===== src/demr_pkg.sv =====
package demr_pkg;
  // command codes on {cs_n, ras_n, cas_n, we_n}
  localparam logic [3:0] CMD_MRS = 4'h0;
  localparam logic [3:0] CMD_REF = 4'h1;
  localparam logic [3:0] CMD_PRE = 4'h2;
  localparam logic [3:0] CMD_ACT = 4'h3;
  localparam logic [3:0] CMD_NOP = 4'h7;
  localparam logic [2:0] BA_EXT_ONE = 3'h1;
  localparam int PRE_ALL_BIT = 10;
  // field positions of ext_config_reg_one
  localparam int CFG_W     = 13;
  localparam int QOFF_BIT  = 12;
  localparam int READ_STROBE_ENABLE_BIT  = 11;
  localparam int DQSN_BIT  = 10;
  localparam int CAL_HI    = 9;
  localparam int CAL_LO    = 7;
  localparam int RTT_HI    = 6;
  localparam int AL_HI     = 5;
  localparam int AL_LO     = 3;
  localparam int RTT_LO    = 2;
  localparam int DIC_BIT   = 1;
  localparam int DLL_BIT   = 0;
  localparam logic [2:0] CAL_EXIT    = 3'h0;
  localparam logic [2:0] CAL_DEFAULT = 3'h7;
  localparam logic [2:0] AL_MAX      = 3'h5;
  // termination codes {A6, A2} and their values in ohm
  localparam logic [1:0] RTT_OFF = 2'h0;
  localparam logic [1:0] RTT_75  = 2'h1;
  localparam logic [1:0] RTT_150 = 2'h2;
  localparam logic [7:0] OHM_75  = 8'h4b;
  localparam logic [7:0] OHM_150 = 8'h96;
  localparam logic [7:0] OHM_50  = 8'h32;
  localparam logic [7:0] OHM_OFF = 8'h00;
  // word written during initialization: loop on, full drive, no latency
  localparam logic [CFG_W-1:0] INIT_WORD = 13'h0000;
  // timing
  localparam int CLK_PERIOD_PS  = 5000;
  localparam int PRE_WAIT_NS    = 15;
  localparam int PRE_WAIT_CYC   = (PRE_WAIT_NS * 1000 + CLK_PERIOD_PS - 1) / CLK_PERIOD_PS;
  localparam int GAP_CYC        = 2;
  localparam int DLL_LOCK_CYC   = 200;
  localparam int CNT_W          = 8;
endpackage

===== src/demr_if.sv =====
`timescale 1ns/1ps
// command and address pins from controller to memory, same clock on both ends
interface demr_if;
  logic        cke;
  logic        cs_n;
  logic        ras_n;
  logic        cas_n;
  logic        we_n;
  logic [2:0]  ba;
  logic [14:0] addr;
  modport ctrl (output cke, cs_n, ras_n, cas_n, we_n, ba, addr);
  modport dev  (input cke, cs_n, ras_n, cas_n, we_n, ba, addr);
endinterface


===== src/demr_device.sv =====
`timescale 1ns/1ps
module demr_device (
  input  wire logic                      clk,
  input  wire logic                      reset,
  demr_if.dev                            pins,
  output logic                           cfg_valid_q,
  output logic                           cfg_reject_q,
  output logic [demr_pkg::CFG_W-1:0]     cfg_word_q,
  output logic                           self_refresh_q,
  output logic                           dll_on_q,
  output logic                           dll_locked_q,
  output logic                           drive_reduced_q,
  output logic [2:0]                     add_latency_q,
  output logic                           al_reserved_q,
  output logic [7:0]                     rtt_ohm_q,
  output logic                           strobe_comp_off_q,
  output logic                           read_strobe_enable_q,
  output logic [2:0]                     driver_calibration_program_q,
  output logic                           cal_default_q,
  output logic                           out_buf_off_q
);
  import demr_pkg::*;

  logic [3:0]       cmd;
  logic             cke_prev_q;
  logic [7:0]       open_banks_q;
  logic             is_cfg_write;
  logic             accept;
  logic             sr_enter;
  logic             sr_exit;
  logic             dll_on_d;
  logic [CNT_W-1:0] lock_cnt_q;
  logic [CFG_W-1:0] w;

  // command decode, writes only with clock enable high in both cycles; self refresh entry and exit on a clock enable edge
  assign cmd          = {pins.cs_n, pins.ras_n, pins.cas_n, pins.we_n};
  assign is_cfg_write = cke_prev_q && pins.cke && cmd == CMD_MRS && pins.ba == BA_EXT_ONE;
  assign accept       = is_cfg_write && open_banks_q == 8'h00 && !self_refresh_q;
  assign sr_enter     = cke_prev_q && !pins.cke && cmd == CMD_REF;
  assign sr_exit      = self_refresh_q && !cke_prev_q && pins.cke;
  assign w            = pins.addr[CFG_W-1:0];

  always_ff @(posedge clk or posedge reset) begin
    if (reset) begin
      cke_prev_q <= 1'b0;
    end else begin
      cke_prev_q <= pins.cke;
    end
  end

  // bank state tracking: a write is refused while any row is open
  always_ff @(posedge clk or posedge reset) begin
    if (reset) begin
      open_banks_q <= 8'h00;
    end else if (cke_prev_q && pins.cke && cmd == CMD_ACT) begin
      open_banks_q[pins.ba] <= 1'b1;
    end else if (cke_prev_q && pins.cke && cmd == CMD_PRE) begin
      if (pins.addr[PRE_ALL_BIT]) begin
        open_banks_q <= 8'h00;
      end else begin
        open_banks_q[pins.ba] <= 1'b0;
      end
    end
  end

  // self refresh tracking
  always_ff @(posedge clk or posedge reset) begin
    if (reset) begin
      self_refresh_q <= 1'b0;
    end else if (sr_enter) begin
      self_refresh_q <= 1'b1;
    end else if (sr_exit) begin
      self_refresh_q <= 1'b0;
    end
  end

  // register load; contents mean nothing until the first accepted write
  always_ff @(posedge clk or posedge reset) begin
    if (reset) begin
      cfg_valid_q  <= 1'b0;
      cfg_reject_q <= 1'b0;
      cfg_word_q   <= '0;
    end else begin
      cfg_reject_q <= is_cfg_write && !accept;
      if (accept) begin
        cfg_valid_q <= 1'b1;
        cfg_word_q  <= w;
      end
    end
  end

  // field decode, taken straight from the address lines on an accepted write
  always_ff @(posedge clk or posedge reset) begin
    if (reset) begin
      drive_reduced_q              <= 1'b0;
      add_latency_q                <= 3'h0;
      al_reserved_q                <= 1'b0;
      rtt_ohm_q                    <= OHM_OFF;
      strobe_comp_off_q            <= 1'b0;
      read_strobe_enable_q         <= 1'b0;
      driver_calibration_program_q <= 3'h0;
      cal_default_q                <= 1'b0;
      out_buf_off_q                <= 1'b0;
    end else if (accept) begin
      drive_reduced_q   <= w[DIC_BIT];
      out_buf_off_q     <= w[QOFF_BIT];
      read_strobe_enable_q <= w[READ_STROBE_ENABLE_BIT];
      strobe_comp_off_q <= w[DQSN_BIT];
      driver_calibration_program_q <= w[CAL_HI:CAL_LO];
      cal_default_q     <= w[CAL_HI:CAL_LO] == CAL_DEFAULT;
      // reserved latency codes keep a latency of zero and raise a flag
      add_latency_q     <= (w[AL_HI:AL_LO] > AL_MAX) ? 3'h0 : w[AL_HI:AL_LO];
      al_reserved_q     <= w[AL_HI:AL_LO] > AL_MAX;
      case ({w[RTT_HI], w[RTT_LO]})
        RTT_OFF: rtt_ohm_q <= OHM_OFF;
        RTT_75:  rtt_ohm_q <= OHM_75;
        RTT_150: rtt_ohm_q <= OHM_150;
        default: rtt_ohm_q <= OHM_50;
      endcase
    end
  end

  // loop runs when enabled by the register and not in self refresh
  assign dll_on_d = cfg_valid_q && !cfg_word_q[DLL_BIT] && !self_refresh_q;

  always_ff @(posedge clk or posedge reset) begin
    if (reset) begin
      dll_on_q <= 1'b0;
    end else begin
      dll_on_q <= dll_on_d;
    end
  end

  // lock model: locked after the lock time of uninterrupted running
  always_ff @(posedge clk or posedge reset) begin
    if (reset) begin
      lock_cnt_q   <= '0;
      dll_locked_q <= 1'b0;
    end else if (!dll_on_q) begin
      lock_cnt_q   <= '0;
      dll_locked_q <= 1'b0;
    end else if (lock_cnt_q != CNT_W'(DLL_LOCK_CYC - 1)) begin
      lock_cnt_q   <= lock_cnt_q + 1'b1;
    end else begin
      dll_locked_q <= 1'b1;
    end
  end
endmodule


===== src/flat_wrapper.sv =====
// flat-port wrapper written by rule: the top's interface ports become plain ports
module demr_device_flat import demr_pkg::*;
  (clk, reset, cfg_valid_q, cfg_reject_q, cfg_word_q, self_refresh_q, dll_on_q, dll_locked_q, drive_reduced_q, add_latency_q, al_reserved_q, rtt_ohm_q, strobe_comp_off_q, read_strobe_enable_q, driver_calibration_program_q, cal_default_q, out_buf_off_q, pins_cke, pins_cs_n, pins_ras_n, pins_cas_n, pins_we_n, pins_ba, pins_addr);
  demr_if pins_i ();
  input  wire logic clk;
  input  wire logic reset;
  output logic cfg_valid_q;
  output logic cfg_reject_q;
  output logic [demr_pkg::CFG_W-1:0] cfg_word_q;
  output logic self_refresh_q;
  output logic dll_on_q;
  output logic dll_locked_q;
  output logic drive_reduced_q;
  output logic [2:0] add_latency_q;
  output logic al_reserved_q;
  output logic [7:0] rtt_ohm_q;
  output logic strobe_comp_off_q;
  output logic read_strobe_enable_q;
  output logic [2:0] driver_calibration_program_q;
  output logic cal_default_q;
  output logic out_buf_off_q;
  input wire logic [$bits(pins_i.cke)-1:0] pins_cke;
  input wire logic [$bits(pins_i.cs_n)-1:0] pins_cs_n;
  input wire logic [$bits(pins_i.ras_n)-1:0] pins_ras_n;
  input wire logic [$bits(pins_i.cas_n)-1:0] pins_cas_n;
  input wire logic [$bits(pins_i.we_n)-1:0] pins_we_n;
  input wire logic [$bits(pins_i.ba)-1:0] pins_ba;
  input wire logic [$bits(pins_i.addr)-1:0] pins_addr;
  assign pins_i.cke = pins_cke;
  assign pins_i.cs_n = pins_cs_n;
  assign pins_i.ras_n = pins_ras_n;
  assign pins_i.cas_n = pins_cas_n;
  assign pins_i.we_n = pins_we_n;
  assign pins_i.ba = pins_ba;
  assign pins_i.addr = pins_addr;
  demr_device u_core (.clk(clk), .reset(reset), .pins(pins_i), .cfg_valid_q(cfg_valid_q), .cfg_reject_q(cfg_reject_q), .cfg_word_q(cfg_word_q), .self_refresh_q(self_refresh_q), .dll_on_q(dll_on_q), .dll_locked_q(dll_locked_q), .drive_reduced_q(drive_reduced_q), .add_latency_q(add_latency_q), .al_reserved_q(al_reserved_q), .rtt_ohm_q(rtt_ohm_q), .strobe_comp_off_q(strobe_comp_off_q), .read_strobe_enable_q(read_strobe_enable_q), .driver_calibration_program_q(driver_calibration_program_q), .cal_default_q(cal_default_q), .out_buf_off_q(out_buf_off_q));
endmodule

===== config.mk =====
export PLATFORM = sky130hd
export DESIGN_NAME = demr_device_flat
export DESIGN_NICKNAME = d
export VERILOG_FILES = /design/src/demr_pkg.sv /design/src/demr_if.sv /design/src/demr_device.sv /design/src/flat_wrapper.sv
export SDC_FILE = /design/constraint.sdc
export NUM_CORES = 1
export LEC_CHECK = 0
export CAP_MARGIN = 20
export CORE_UTILIZATION = 35
export CTS_CLUSTER_DIAMETER = 30
export DETAILED_ROUTE_END_ITERATION = 8
export DONT_BUFFER_PORTS = 1
export SYNTH_ARGS = -nofsm -noshare
export SYNTH_HDL_FRONTEND = slang
export SYNTH_SLANG_ARGS = --single-unit

===== constraint.sdc =====
create_clock -name clk -period 1.8 [get_ports clk]
set_input_delay 0.18 -clock clk [delete_from_list [all_inputs] [get_ports clk]]
set_output_delay 0.18 -clock clk [all_outputs]
set_load 0.01 [all_outputs]

[Word level (Yosys, flattened, before mapping)]
Index checks and enable logic that the tools add are counted.
W data, S select, Z words.
Word-level totals
  register bits: 55
  output and inout bits: 38
  logic and storage cells: 73
Cells by class
  bitwise gates (word level): 3
  reductions and logical operators: 25
  mux-type cells: 13
  magnitude comparators: 3
  equal/unequal tests: 10
  add/subtract/negate cells: 1
Operators with widths (number)
  $mux W8: 5
  $pmux W8 S3: 1
  $logic_and A1 B1 Y1: 15
  $add A8 B1 Y8 const B: 1
  $and A8 B8 Y8: 1
  $eq A4 B2 Y1 const B: 2
  $logic_not A8 Y1: 1
  $ne A8 B8 Y1 const B: 1
  $not A8 Y8: 1
  $or A8 B8 Y8: 1
  $logic_not A1 Y1: 5
  $mux W1: 5
  $eq A4 B1 Y1 const B: 1
  $logic_not A4 Y1: 1
  $lt A3 B4 Y1 const B: 1
  $ne A2 B2 Y1 const B: 2
  $reduce_bool A2 Y1: 2
  $demux W1 S3: 1
  $eq A3 B1 Y1 const B: 1
  $eq A3 B3 Y1 const B: 1
  $ge A3 B1 Y1 const B: 1
  $gt A3 B3 Y1 const B: 1
  $mux W3: 1
  $eq A2 B1 Y1 const B: 1
  other kinds (2): 2

[Depth between registers and ports, before layout]
Gate-level depths: netlist of the first run.
  word-level depth: 9
  depth in mapped cells: 6

[Least setup slack after synthesis of the first run]
No wires, ideal clock.
  path kind: reg2reg
  from: register u_core.open_banks_q[3]
  to: register u_core.cfg_word_q[10] (netlist name)
  library setup time: 0.125 ns
  stages on the path, launching flop included: 6
  setup slack: 0.172 ns
  path buffers: 1
  data required time: 1.675 ns
  data arrival time: 1.503 ns
  path through: dfrtp_1 -> nor4_4 -> nand3_4 -> nor2_8 -> buf_12 -> mux2_4
On the way
  cells in the longest elaborated chain, start to end: 3
RTL lines
  start, declared: line demr_device.sv:26  | logic [7:0] open_banks_q;
  start signal, assigned: line demr_device.sv:54  | open_banks_q <= 8'h00;
  start signal, assigned by index: line demr_device.sv:56  | open_banks_q[pins.ba] <= 1'b1;
  start signal, assigned: line demr_device.sv:59  | open_banks_q <= 8'h00;
  $logic_not A8 Y1: line demr_device.sv:38  | assign accept = is_cfg_write && open_banks_q == 8'h00 && !self_refresh_q;
  $logic_and A1 B1 Y1 (2 in series): line demr_device.sv:38
  end signal, assigned: line demr_device.sv:87  | cfg_word_q <= w;
  end, declared: line demr_device.sv:8  | output logic [demr_pkg::CFG_W-1:0] cfg_word_q,
Every way passes these cells.
A chain may end at the register's enable or synchronous reset.

[Worst setup path in the final report of the first run]
  from: register u_core.open_banks_q[3]
  to: register u_core.cfg_word_q[4] (netlist name)
The elaborated chain is that of the path after synthesis.

==> flow_summary.toml, run 1 <==
[status]
status = "complete, no violations"

[worst_setup_path]
critPathMaxFanout = 18
ff2ff_setup_slack_ps = 130
ff2ff_path_depth = 5
r2r-start = "u_core.open_banks_q[3]"
critPathLaunch = "u_core.open_banks_q[3]"
start_kind = "flop"
critPathCaptureType = "flop"
required_ps = 1970
timing.rr.end = "u_core.cfg_word_q[4]"
worstSetupPathType = "reg2reg"
cp.arrival_ps = 1840

[cts]
cts_sinks = 45
cts.reportedPaths.clkPinSlew_ps = 80
htree_levels = 2
cts_resized = 0
cts_tree = "yes"
clk-insertion-delay-late_ps = 290
root_buffer = "clkbuf_8"
cts_buffer_depth = 2
cts_buffers = 5

[synthesis]
synthTopCellsByArea = "dfrtp_1 (52%), buf_4 (4.2%), mux2_2 (4.2%), mux2_4 (4.2%), o22a_1 (3.2%)"
ys_seq_area_share_pct = 52.2
netlist_instances = 180
ys_warn_count = 0
async_flop_share_pct = 100
synth_top_cell_by_area = "dfrtp_1"
ys_types = 39
synth-seq-cells = 45
synth_area_um2 = 2160
synth_edf_count = 0
synth_ff_type = "dfrtp_1"
synth.avg_cell_area_um2 = 12.0
yosysTopAreaCellShare_pct = 52.2
synth_fp_nets = 206

[layout]
layout-drive-gt1-share_pct = 21.7
fillCellCount = 564
design_area_um2 = 2330
final_nets = 205
multi_input_area_um2 = 886
syn_to_final_growth_pct = 8.00
diodes = 0
finish.utilization_pct = 39.4
final_cell_mix = "dfrtp_1 (45), nor2_1 (16), o21ai_0 (8), mux2_2 (8), o22a_1 (8)"
final_common_cell = "dfrtp_1"
seqCellArea_um2 = 1130

[timing]
fmax_ghz = 0.598
worstMarginPinSlew_ps = 535
period_needed_ps = 1670
setup_tns_ps = 0
hold-worst-slack_ps = 13.0
skew_ps = 6.33
finalMaxSlewViolations = 0
rsz0062_at_grt = "false"
min_period_over_period_pct = 92.9
slew_headroom_pct = 64.3
hold_viol_final = 0
finalSetupViolations = 0

[job]
maxCapViolations = 0

[routing]
first_pass_iters = 4
wl_per_cell_um = 15.6
drtAntennaViolNets = 0
vias = 1344
routed_via_density = 5.27
drc = 0
drt_iter0_drc = 82
wl_mm = 3.99

[floorplan]
dieArea_um2 = 6480
num_rows = 28
dieWidth_um = 80.5
die_h_um = 80.5
fp.coreArea_um2 = 5920
io_pins = 63
start_util_pct = 36.5

[grt]
grt_max_degree = 27
grt_pass1_wl_mm = 6.86
antenna_found_initial = 0
grt_pass1_vias = 1432
grt_overflow_total = 0
grt_use_total_pct = 13.7

[placement]
globalplace.congestion = 0.761
place_area_um2 = 2150
numPortBuffers = 0
dp_hpwl_mm = 2.83

[min_path]
min-delay-start = "pins_addr[6]"
worst_hold_path.num_cells = 2
min_path_type = "in2reg"
hold-path-endpoint = "u_core.rtt_ohm_q[5]"

[power]
ir_drop_uv = 401
p_leak_nw = 1.05
power_density_nw_per_um2 = 904
-- per-layer routing --
layer	share of wire [%]	GRT usage, %	up-vias
li1	-	-	627
met1	46	16.8	669
met2	47	22.7	41
met3	5.7	4.32	7
met4	1.3	4.46	0
met5	0	0	-
-- sequential cells by signal (all words and copies together), names as in the netlist --
signal / cells
u_core.add_latency_q: 3
u_core.driver_calibration_program_q: 2
u_core.cfg_reject_q: 1
u_core.al_reserved_q: 1
u_core.cke_prev_q: 1
u_core.open_banks_q: 8
u_core.dll_locked_q: 1
u_core.lock_cnt_q: 8
u_core.cfg_valid_q: 1
u_core.dll_on_q: 1
u_core.rtt_ohm_q: 5
u_core.out_buf_off_q: 1
u_core.cfg_word_q: 10
u_core.self_refresh_q: 1
u_core.cal_default_q: 1
-- worst max-delay path by stage --
stage	slack, ps	to
after global placement	50	u_core.cfg_word_q[4]
after detailed placement	20	u_core.cfg_word_q[4]
after floorplan	170	u_core.cfg_word_q[10]
after CTS	20	u_core.cfg_word_q[4]
final	130	u_core.cfg_word_q[4]
after global routing	40	u_core.driver_calibration_program_q[1]
-- final cells by class --
class	instances	area share (%)
clock buffer	7	3.70
inverter	5	0.805
tap	75	4.03
clock inverter	1	1.29
sequential	45	48.3
timing repair buffer	9	3.86
multi-input combinational	113	38.0
-- cell families (layout without fill, tap and decap cells) --
kind of cell / after synthesis / after routing / share of synthesized area (%)
and+or+nand+nor: 57 / 57 / 17.9
adders and majority gates: 1 / 1 / 0.580
buffers and inverters: 22 / 22 / 6.78
DFF: 45 / 45 / 52.2
xor gates and xnor gates: 6 / 6 / 2.43
AOI/OAI and AO/OA: 34 / 34 / 11.3
muxes: 15 / 15 / 8.81
-- report_power, final --
| part | switching, mW | total (mW) | internal, mW |
|---|---|---|---|
| Clock | 0.330 | 0.783 | 0.453 |
| Combinational | 0.120 | 0.219 | 0.0994 |
| Sequential | 0.0492 | 1.11 | 1.06 |
| Total | 0.499 | 2.11 | 1.61 |
-- worst max-delay path: stages, from the launching register on --
cell and delay, ps:
dfrtp_1 410, nor4_4 350, nand3_4 140, nor2_8 130
buf_12 170, mux2_2 340
-- synth_stat cells (2+ instances only) --
| cell type | count |
|---|---|
| dfrtp_1 | 45 |
| nor2_1 | 16 |
| buf_4 | 12 |
| mux2_2 | 8 |
| o21ai_0 | 8 |
| o22a_1 | 8 |
| nand2_1 | 7 |
| mux2_4 | 6 |
| nand3_1 | 6 |
| xnor2_1 | 6 |
| and2_1 | 5 |
| inv_1 | 5 |
| a31oi_1 | 4 |
| nor3_1 | 4 |
| o21a_1 | 4 |
| o31ai_1 | 4 |
| a31o_2 | 3 |
| nor2b_1 | 3 |
| and3_1 | 2 |
| buf_2 | 2 |
| nand3_4 | 2 |
| nor3b_1 | 2 |
| o41ai_1 | 2 |
-- per-stage QoR --
stage	instances	total power, mW	setup slack, ps
6_report	255	2.11	128
2_1_floorplan	180	1.30	172
5_1_grt	255	2.21	41.4
3_3_place_gp	242	1.34	54.9
4_1_cts	254	2.15	23.6
3_5_place_dp	242	1.34	17.9
-- repair_timing --
action	in CTS	in global routing
endpoints found under the hold margin	29	0
hold buffers	4	0
setup buffers	0	1
setup endpoints to repair	1	8
pin swaps	1	1
No activity file was read; power rests on OpenSTA's default activity.
==> run 2: changes to the inputs <==
ABC_AREA = 1   (was default)
==> run 2 against run 1 <==
Against the previous run:
- wire length grew 13%
- register-to-register slack better by 320 ps
- clock power shrank 22%
- sequential share of layout area increased by 0.34 points
- maximum frequency increased by 24%
- synthesized cell count up 51%
- largest cell class unchanged
- critical path type unchanged
- critical path depth rose by 1
- sequential power up 11%
- synthesized area up 2.3%
- combinational power grew 84%
- die area rose by 2.2%
==> flow_summary.toml, run 2 <==
[timing]
finalSetupViolations = 0
finalMaxSlewViolations = 0
hold-worst-slack_ps = 17.2
hold_viol_final = 0
fmax_ghz = 0.741
worstMarginPinSlew_ps = 511
skew_ps = 6.60
setup_tns_ps = 0
min_period_over_period_pct = 75.0
slew_headroom_pct = 65.8
rsz0062_at_grt = "false"
finalWorstSetupSlack_ps = 450
period_needed_ps = 1350

[worst_setup_path]
critPathMaxStageDelay_ps = 390
critPathMaxFanout = 14
start_kind = "flop"
required_ps = 2040
cp_num_buf_inv = 1
ff2ff_setup_slack_ps = 450
slowest_stage = "dfrtp_1"
cp_common_cell = "nand3_1"
cp_top_family = "simple AND/OR/NAND/NOR gates"
cp.arrival_ps = 1590
worstSetupPathType = "reg2reg"
critPathCaptureType = "flop"
crit_chain = "nor2_1 -> nand3_1 -> nor2_4 -> buf_4 -> nand3_1 -> nand2_1"

[cts]
cts_sinks = 45
root_buffer = "clkbuf_8"
cts_tree = "yes"
clk-insertion-delay-late_ps = 300
cts_buffers = 5
cts.reportedPaths.clkPinSlew_ps = 80
htree_levels = 2
cts_setup_buffers = 0
cts_buffer_depth = 2
cts_resized = 0
cts_hold_buffers = 2

[layout]
syn_to_final_growth_pct = 4.88
finalNonFillerCells = 345
layout-drive-gt1-share_pct = 7.78
top_regs = "u_core.cfg_word_q x10, u_core.lock_cnt_q x8, u_core.open_banks_q x8"
largest_reg_flops = 10
final_cell_mix = "nand2_1 (69), nor2_1 (48), dfrtp_1 (45), nand3_1 (29), inv_1 (20)"
final_common_cell = "nand2_1"
top_register = "u_core.cfg_word_q"
final_nets = 295
diodes = 0
design_area_um2 = 2310

[routing]
wl_mm = 4.51
vias = 1684
routed_via_density = 4.88
wl_per_cell_um = 13.1
drc = 0
drtAntennaViolNets = 0
drt_iter0_drc = 69
first_pass_iters = 4

[synthesis]
netlist_instances = 272
ys_seq_area_share_pct = 51.0
synth_top_cell_by_area = "dfrtp_1"
async_flop_share_pct = 100
synthTopCellsByArea = "dfrtp_1 (51%), nand2_1 (12%), nor2_1 (8.2%), nand3_1 (6.6%), buf_4 (3.7%)"
synth_fp_nets = 298
synth-seq-cells = 45
synth_area_um2 = 2210
yosysMostFrequentCell = "nand2_1"
synth_edf_count = 0
synth.avg_cell_area_um2 = 8.11
yosysTopAreaCellShare_pct = 51.0
synth_ff_type = "dfrtp_1"
ys_warn_count = 0
ys_types = 22
synth_commonest_cells = "nand2_1 (69), nor2_1 (48), dfrtp_1 (45), nand3_1 (29), inv_1 (21)"

[floorplan]
die_h_um = 81.4
start_util_pct = 36.8
num_rows = 28
dieWidth_um = 81.4
fp.coreArea_um2 = 5990
io_pins = 63
dieArea_um2 = 6630

[placement]
numPortBuffers = 0
dp_hpwl_mm = 3.29
preCtsSetupSlack_ps = 453
placed_cells = 335
place_area_um2 = 2210
globalplace.congestion = 0.773

[grt]
grt_overflow_total = 0
grt_use_total_pct = 15.1
grt_max_degree = 27
antenna_found_initial = 0
grt_pass1_wl_mm = 7.49
grt_pass1_vias = 1653

[job]
maxCapViolations = 0

[status]
status = "complete, no violations"

[power]
power_density_nw_per_um2 = 968
ir_drop_uv = 398
p_leak_nw = 1.27

[min_path]
min_path_type = "in2reg"
-- run 2: final timing paths --
| path | startpoint | endpoint | cells after the start |
|---|---|---|---|
| max | u_core.open_banks_q[3] | u_core.cfg_word_q[9] | 6 |
| min | pins_addr[1] | u_core.cfg_word_q[1] | 2 |
| max reg2reg | u_core.open_banks_q[3] | u_core.cfg_word_q[9] | 6 |
| min reg2reg | u_core.cfg_word_q[0] | u_core.dll_on_q | 1 |
| max in group asynchronous | reset | u_core.lock_cnt_q[3] | 3 |
| min in group asynchronous | reset | u_core.cfg_word_q[6] | 2 |
-- run 2: where the power goes --
| group | internal, mW | switching, mW |
|---|---|---|
| clock | 0.270 | 0.340 |
| sequential | 1.12 | 0.112 |
| combinational | 0.150 | 0.252 |
| total | 1.54 | 0.704 |
-- run 2: kinds of logic after synthesis --
| kind of cell | count (synthesis) | synth area share (%) |
|---|---|---|
| AOI/OAI and AO/OA | 17 | 3.85 |
| xor gates and xnor gates | 1 | 0.397 |
| adders and majority gates | 1 | 0.567 |
| buffers and inverters | 40 | 10.0 |
| DFF | 45 | 51.0 |
| and+or+nand+nor | 168 | 34.1 |
-- run 2: cell type report --
type / count / area, µm²
inverter: 24 / 90.1
clock inverter: 2 / 10.0
clock buffer: 6 / 72.6
timing repair buffer: 6 / 62.6
multi-input combinational: 187 / 860
fill: 612 / 3680
sequential: 45 / 1130
tap: 75 / 93.8
-- run 2: layer usage --
| layer | share of wire [%] | global-route usage [%] | up-vias |
|---|---|---|---|
| li1 | - | - | 851 |
| met1 | 45 | 18.3 | 797 |
| met2 | 47 | 24.7 | 30 |
| met3 | 6.5 | 5.67 | 6 |
| met4 | 1.3 | 4.82 | 0 |
| met5 | 0 | 0 | - |
-- run 2: through the flow --
stage               power, mW  utilization (%)
floorplan                1.56                -
global placement         1.64             36.9
detailed placement       1.65             36.9
CTS                      2.27             38.6
global route             2.40             38.6
finish                   2.24             38.6
==> run 3: changes to the inputs <==
ABC_AREA = 0   (was 1)
clock period = 1.3 ns   (was 1.8 ns; I/O delays follow)
==> run 3 against run 2 <==
Against the previous run:
- the run now ends with setup timing left
- global-route usage down 1.1 points
- design area is 12% higher
- clock skew fell by 0.73 ps
- largest power group unchanged
- critical path type unchanged
==> flow_summary.toml, run 3 (synthesis results as in run 1) <==
[status]
status = "finished, violations left"
violations = "setup timing"

[routing]
drt_iter0_drc = 55
drtAntennaViolNets = 0
vias = 1406
routed_via_density = 5.06
drc = 0
wl_mm = 4.22
wl_per_cell_um = 15.2
first_pass_iters = 4

[timing]
hold_viol_final = 0
fmax_ghz = 0.630
hold-worst-slack_ps = 5.29
worstMarginPinSlew_ps = 436
period_needed_ps = 1590
rsz0062_at_grt = "true"
min_period_over_period_pct = 122
finalSetupViolations = 26
finalWorstSetupSlack_ps = -287
finalMaxSlewViolations = 0
slew_headroom_pct = 70.9
setup_tns_ps = -5480
skew_ps = 5.87

[power]
p_leak_nw = 1.18
finalPower_mw = 2.78
power_density_nw_per_um2 = 1070
ir_drop_uv = 400

[grt]
grt_overflow_total = 0
grt_pass1_vias = 1476
grt_use_total_pct = 14.0
grt_pass1_wl_mm = 6.74
grt_max_degree = 28
antenna_found_initial = 0

[layout]
finish.utilization_pct = 43.9
final_common_cell = "dfrtp_1"
finalNonFillerCells = 278
top_regs = "u_core.cfg_word_q x10, u_core.lock_cnt_q x8, u_core.open_banks_q x8"
multi_input_area_um2 = 958
diodes = 0
largest_reg_flops = 10
fillCellCount = 572
top_register = "u_core.cfg_word_q"
final_nets = 229
layout-drive-gt1-share_pct = 28.1
final_cell_mix = "dfrtp_1 (45), nor2_1 (16), dlygate4sd3_1 (15), buf_4 (14), mux2_4 (12)"
syn_to_final_growth_pct = 20.5
seqCellArea_um2 = 1130
design_area_um2 = 2600

[cts]
cts_buffers = 5
root_buffer = "clkbuf_8"
htree_levels = 2
cts_tree = "yes"
cts_sinks = 45
cts_buffer_depth = 2
clk-insertion-delay-late_ps = 300
cts.reportedPaths.clkPinSlew_ps = 80

[worst_setup_path]
slowest_stage = "dfrtp_1"
critPathCaptureType = "flop"
r2r-start = "u_core.open_banks_q[3]"
worstSetupPathType = "reg2reg"
cp_num_buf_inv = 1
crit_chain = "nor4_4 -> nand3_4 -> nor2_8 -> buf_4 -> mux2_2"
start_kind = "flop"
critPathLaunch = "u_core.open_banks_q[3]"
critPathMaxStageDelay_ps = 410
critPathMaxFanout = 4
cp.arrival_ps = 1770
required_ps = 1480
cp_top_family = "simple AND/OR/NAND/NOR gates"

[floorplan]
fp.coreArea_um2 = 5920
die_h_um = 80.5
dieWidth_um = 80.5
io_pins = 63
dieArea_um2 = 6480
start_util_pct = 36.5
num_rows = 28

[min_path]
min_path_type = "in2reg"
min-delay-start = "pins_addr[4]"

[placement]
globalplace.congestion = 0.731
place_area_um2 = 2290
dp_hpwl_mm = 2.80
preCtsSetupSlack_ps = -283
numPortBuffers = 0
placed_cells = 256

[job]
maxCapViolations = 0
-- run 3: area by class of cell --
type                            count  area share [%]
Tap cell                           75            3.61
Inverter                            5           0.722
Clock buffer                        7            3.32
Sequential cell                    45            43.3
Timing Repair Buffer               33            12.2
Multi-Input combinational cell    113            36.8
-- run 3: power by group --
| group | internal, mW | switching, mW |
|---|---|---|
| registers | 1.46 | 0.0699 |
| logic | 0.195 | 0.183 |
| clock network | 0.422 | 0.453 |
-- run 3: worst paths after layout --
check | end | slack (ps) | cells after the start
max | u_core.cfg_word_q[3] | -290 | 5
min | u_core.al_reserved_q | 5 | 2
max reg2reg | u_core.cfg_word_q[3] | -290 | 5
min reg2reg | u_core.rtt_ohm_q[6] | 520 | 2
max in group asynchronous | u_core.cfg_word_q[3] | 510 | 3
min in group asynchronous | u_core.cfg_word_q[9] | 300 | 2
-- run 3: routing by layer --
metal	global-route usage, %	share of wire [%]	vias to the layer above
li1	-	-	670
met1	15.4	42	687
met2	22.9	49	40
met3	5.91	7.1	9
met4	7.14	2.1	0
met5	0	0	-
-- run 3: worst register-to-register path, stage by stage, from the launching register on --
cell and delay, ps:
dfrtp_1 410, nor4_4 320, nand3_4 140, nor2_8 140, buf_4 150, mux2_2 320
-- run 3: timing repair --
action                     4_1_cts  5_1_grt
setup buffers                    0        0
hold buffers                    15        0
resized for setup                1       17
hold endpoints to repair        41        0
setup endpoints to repair       24       36
pin swaps                        0        4
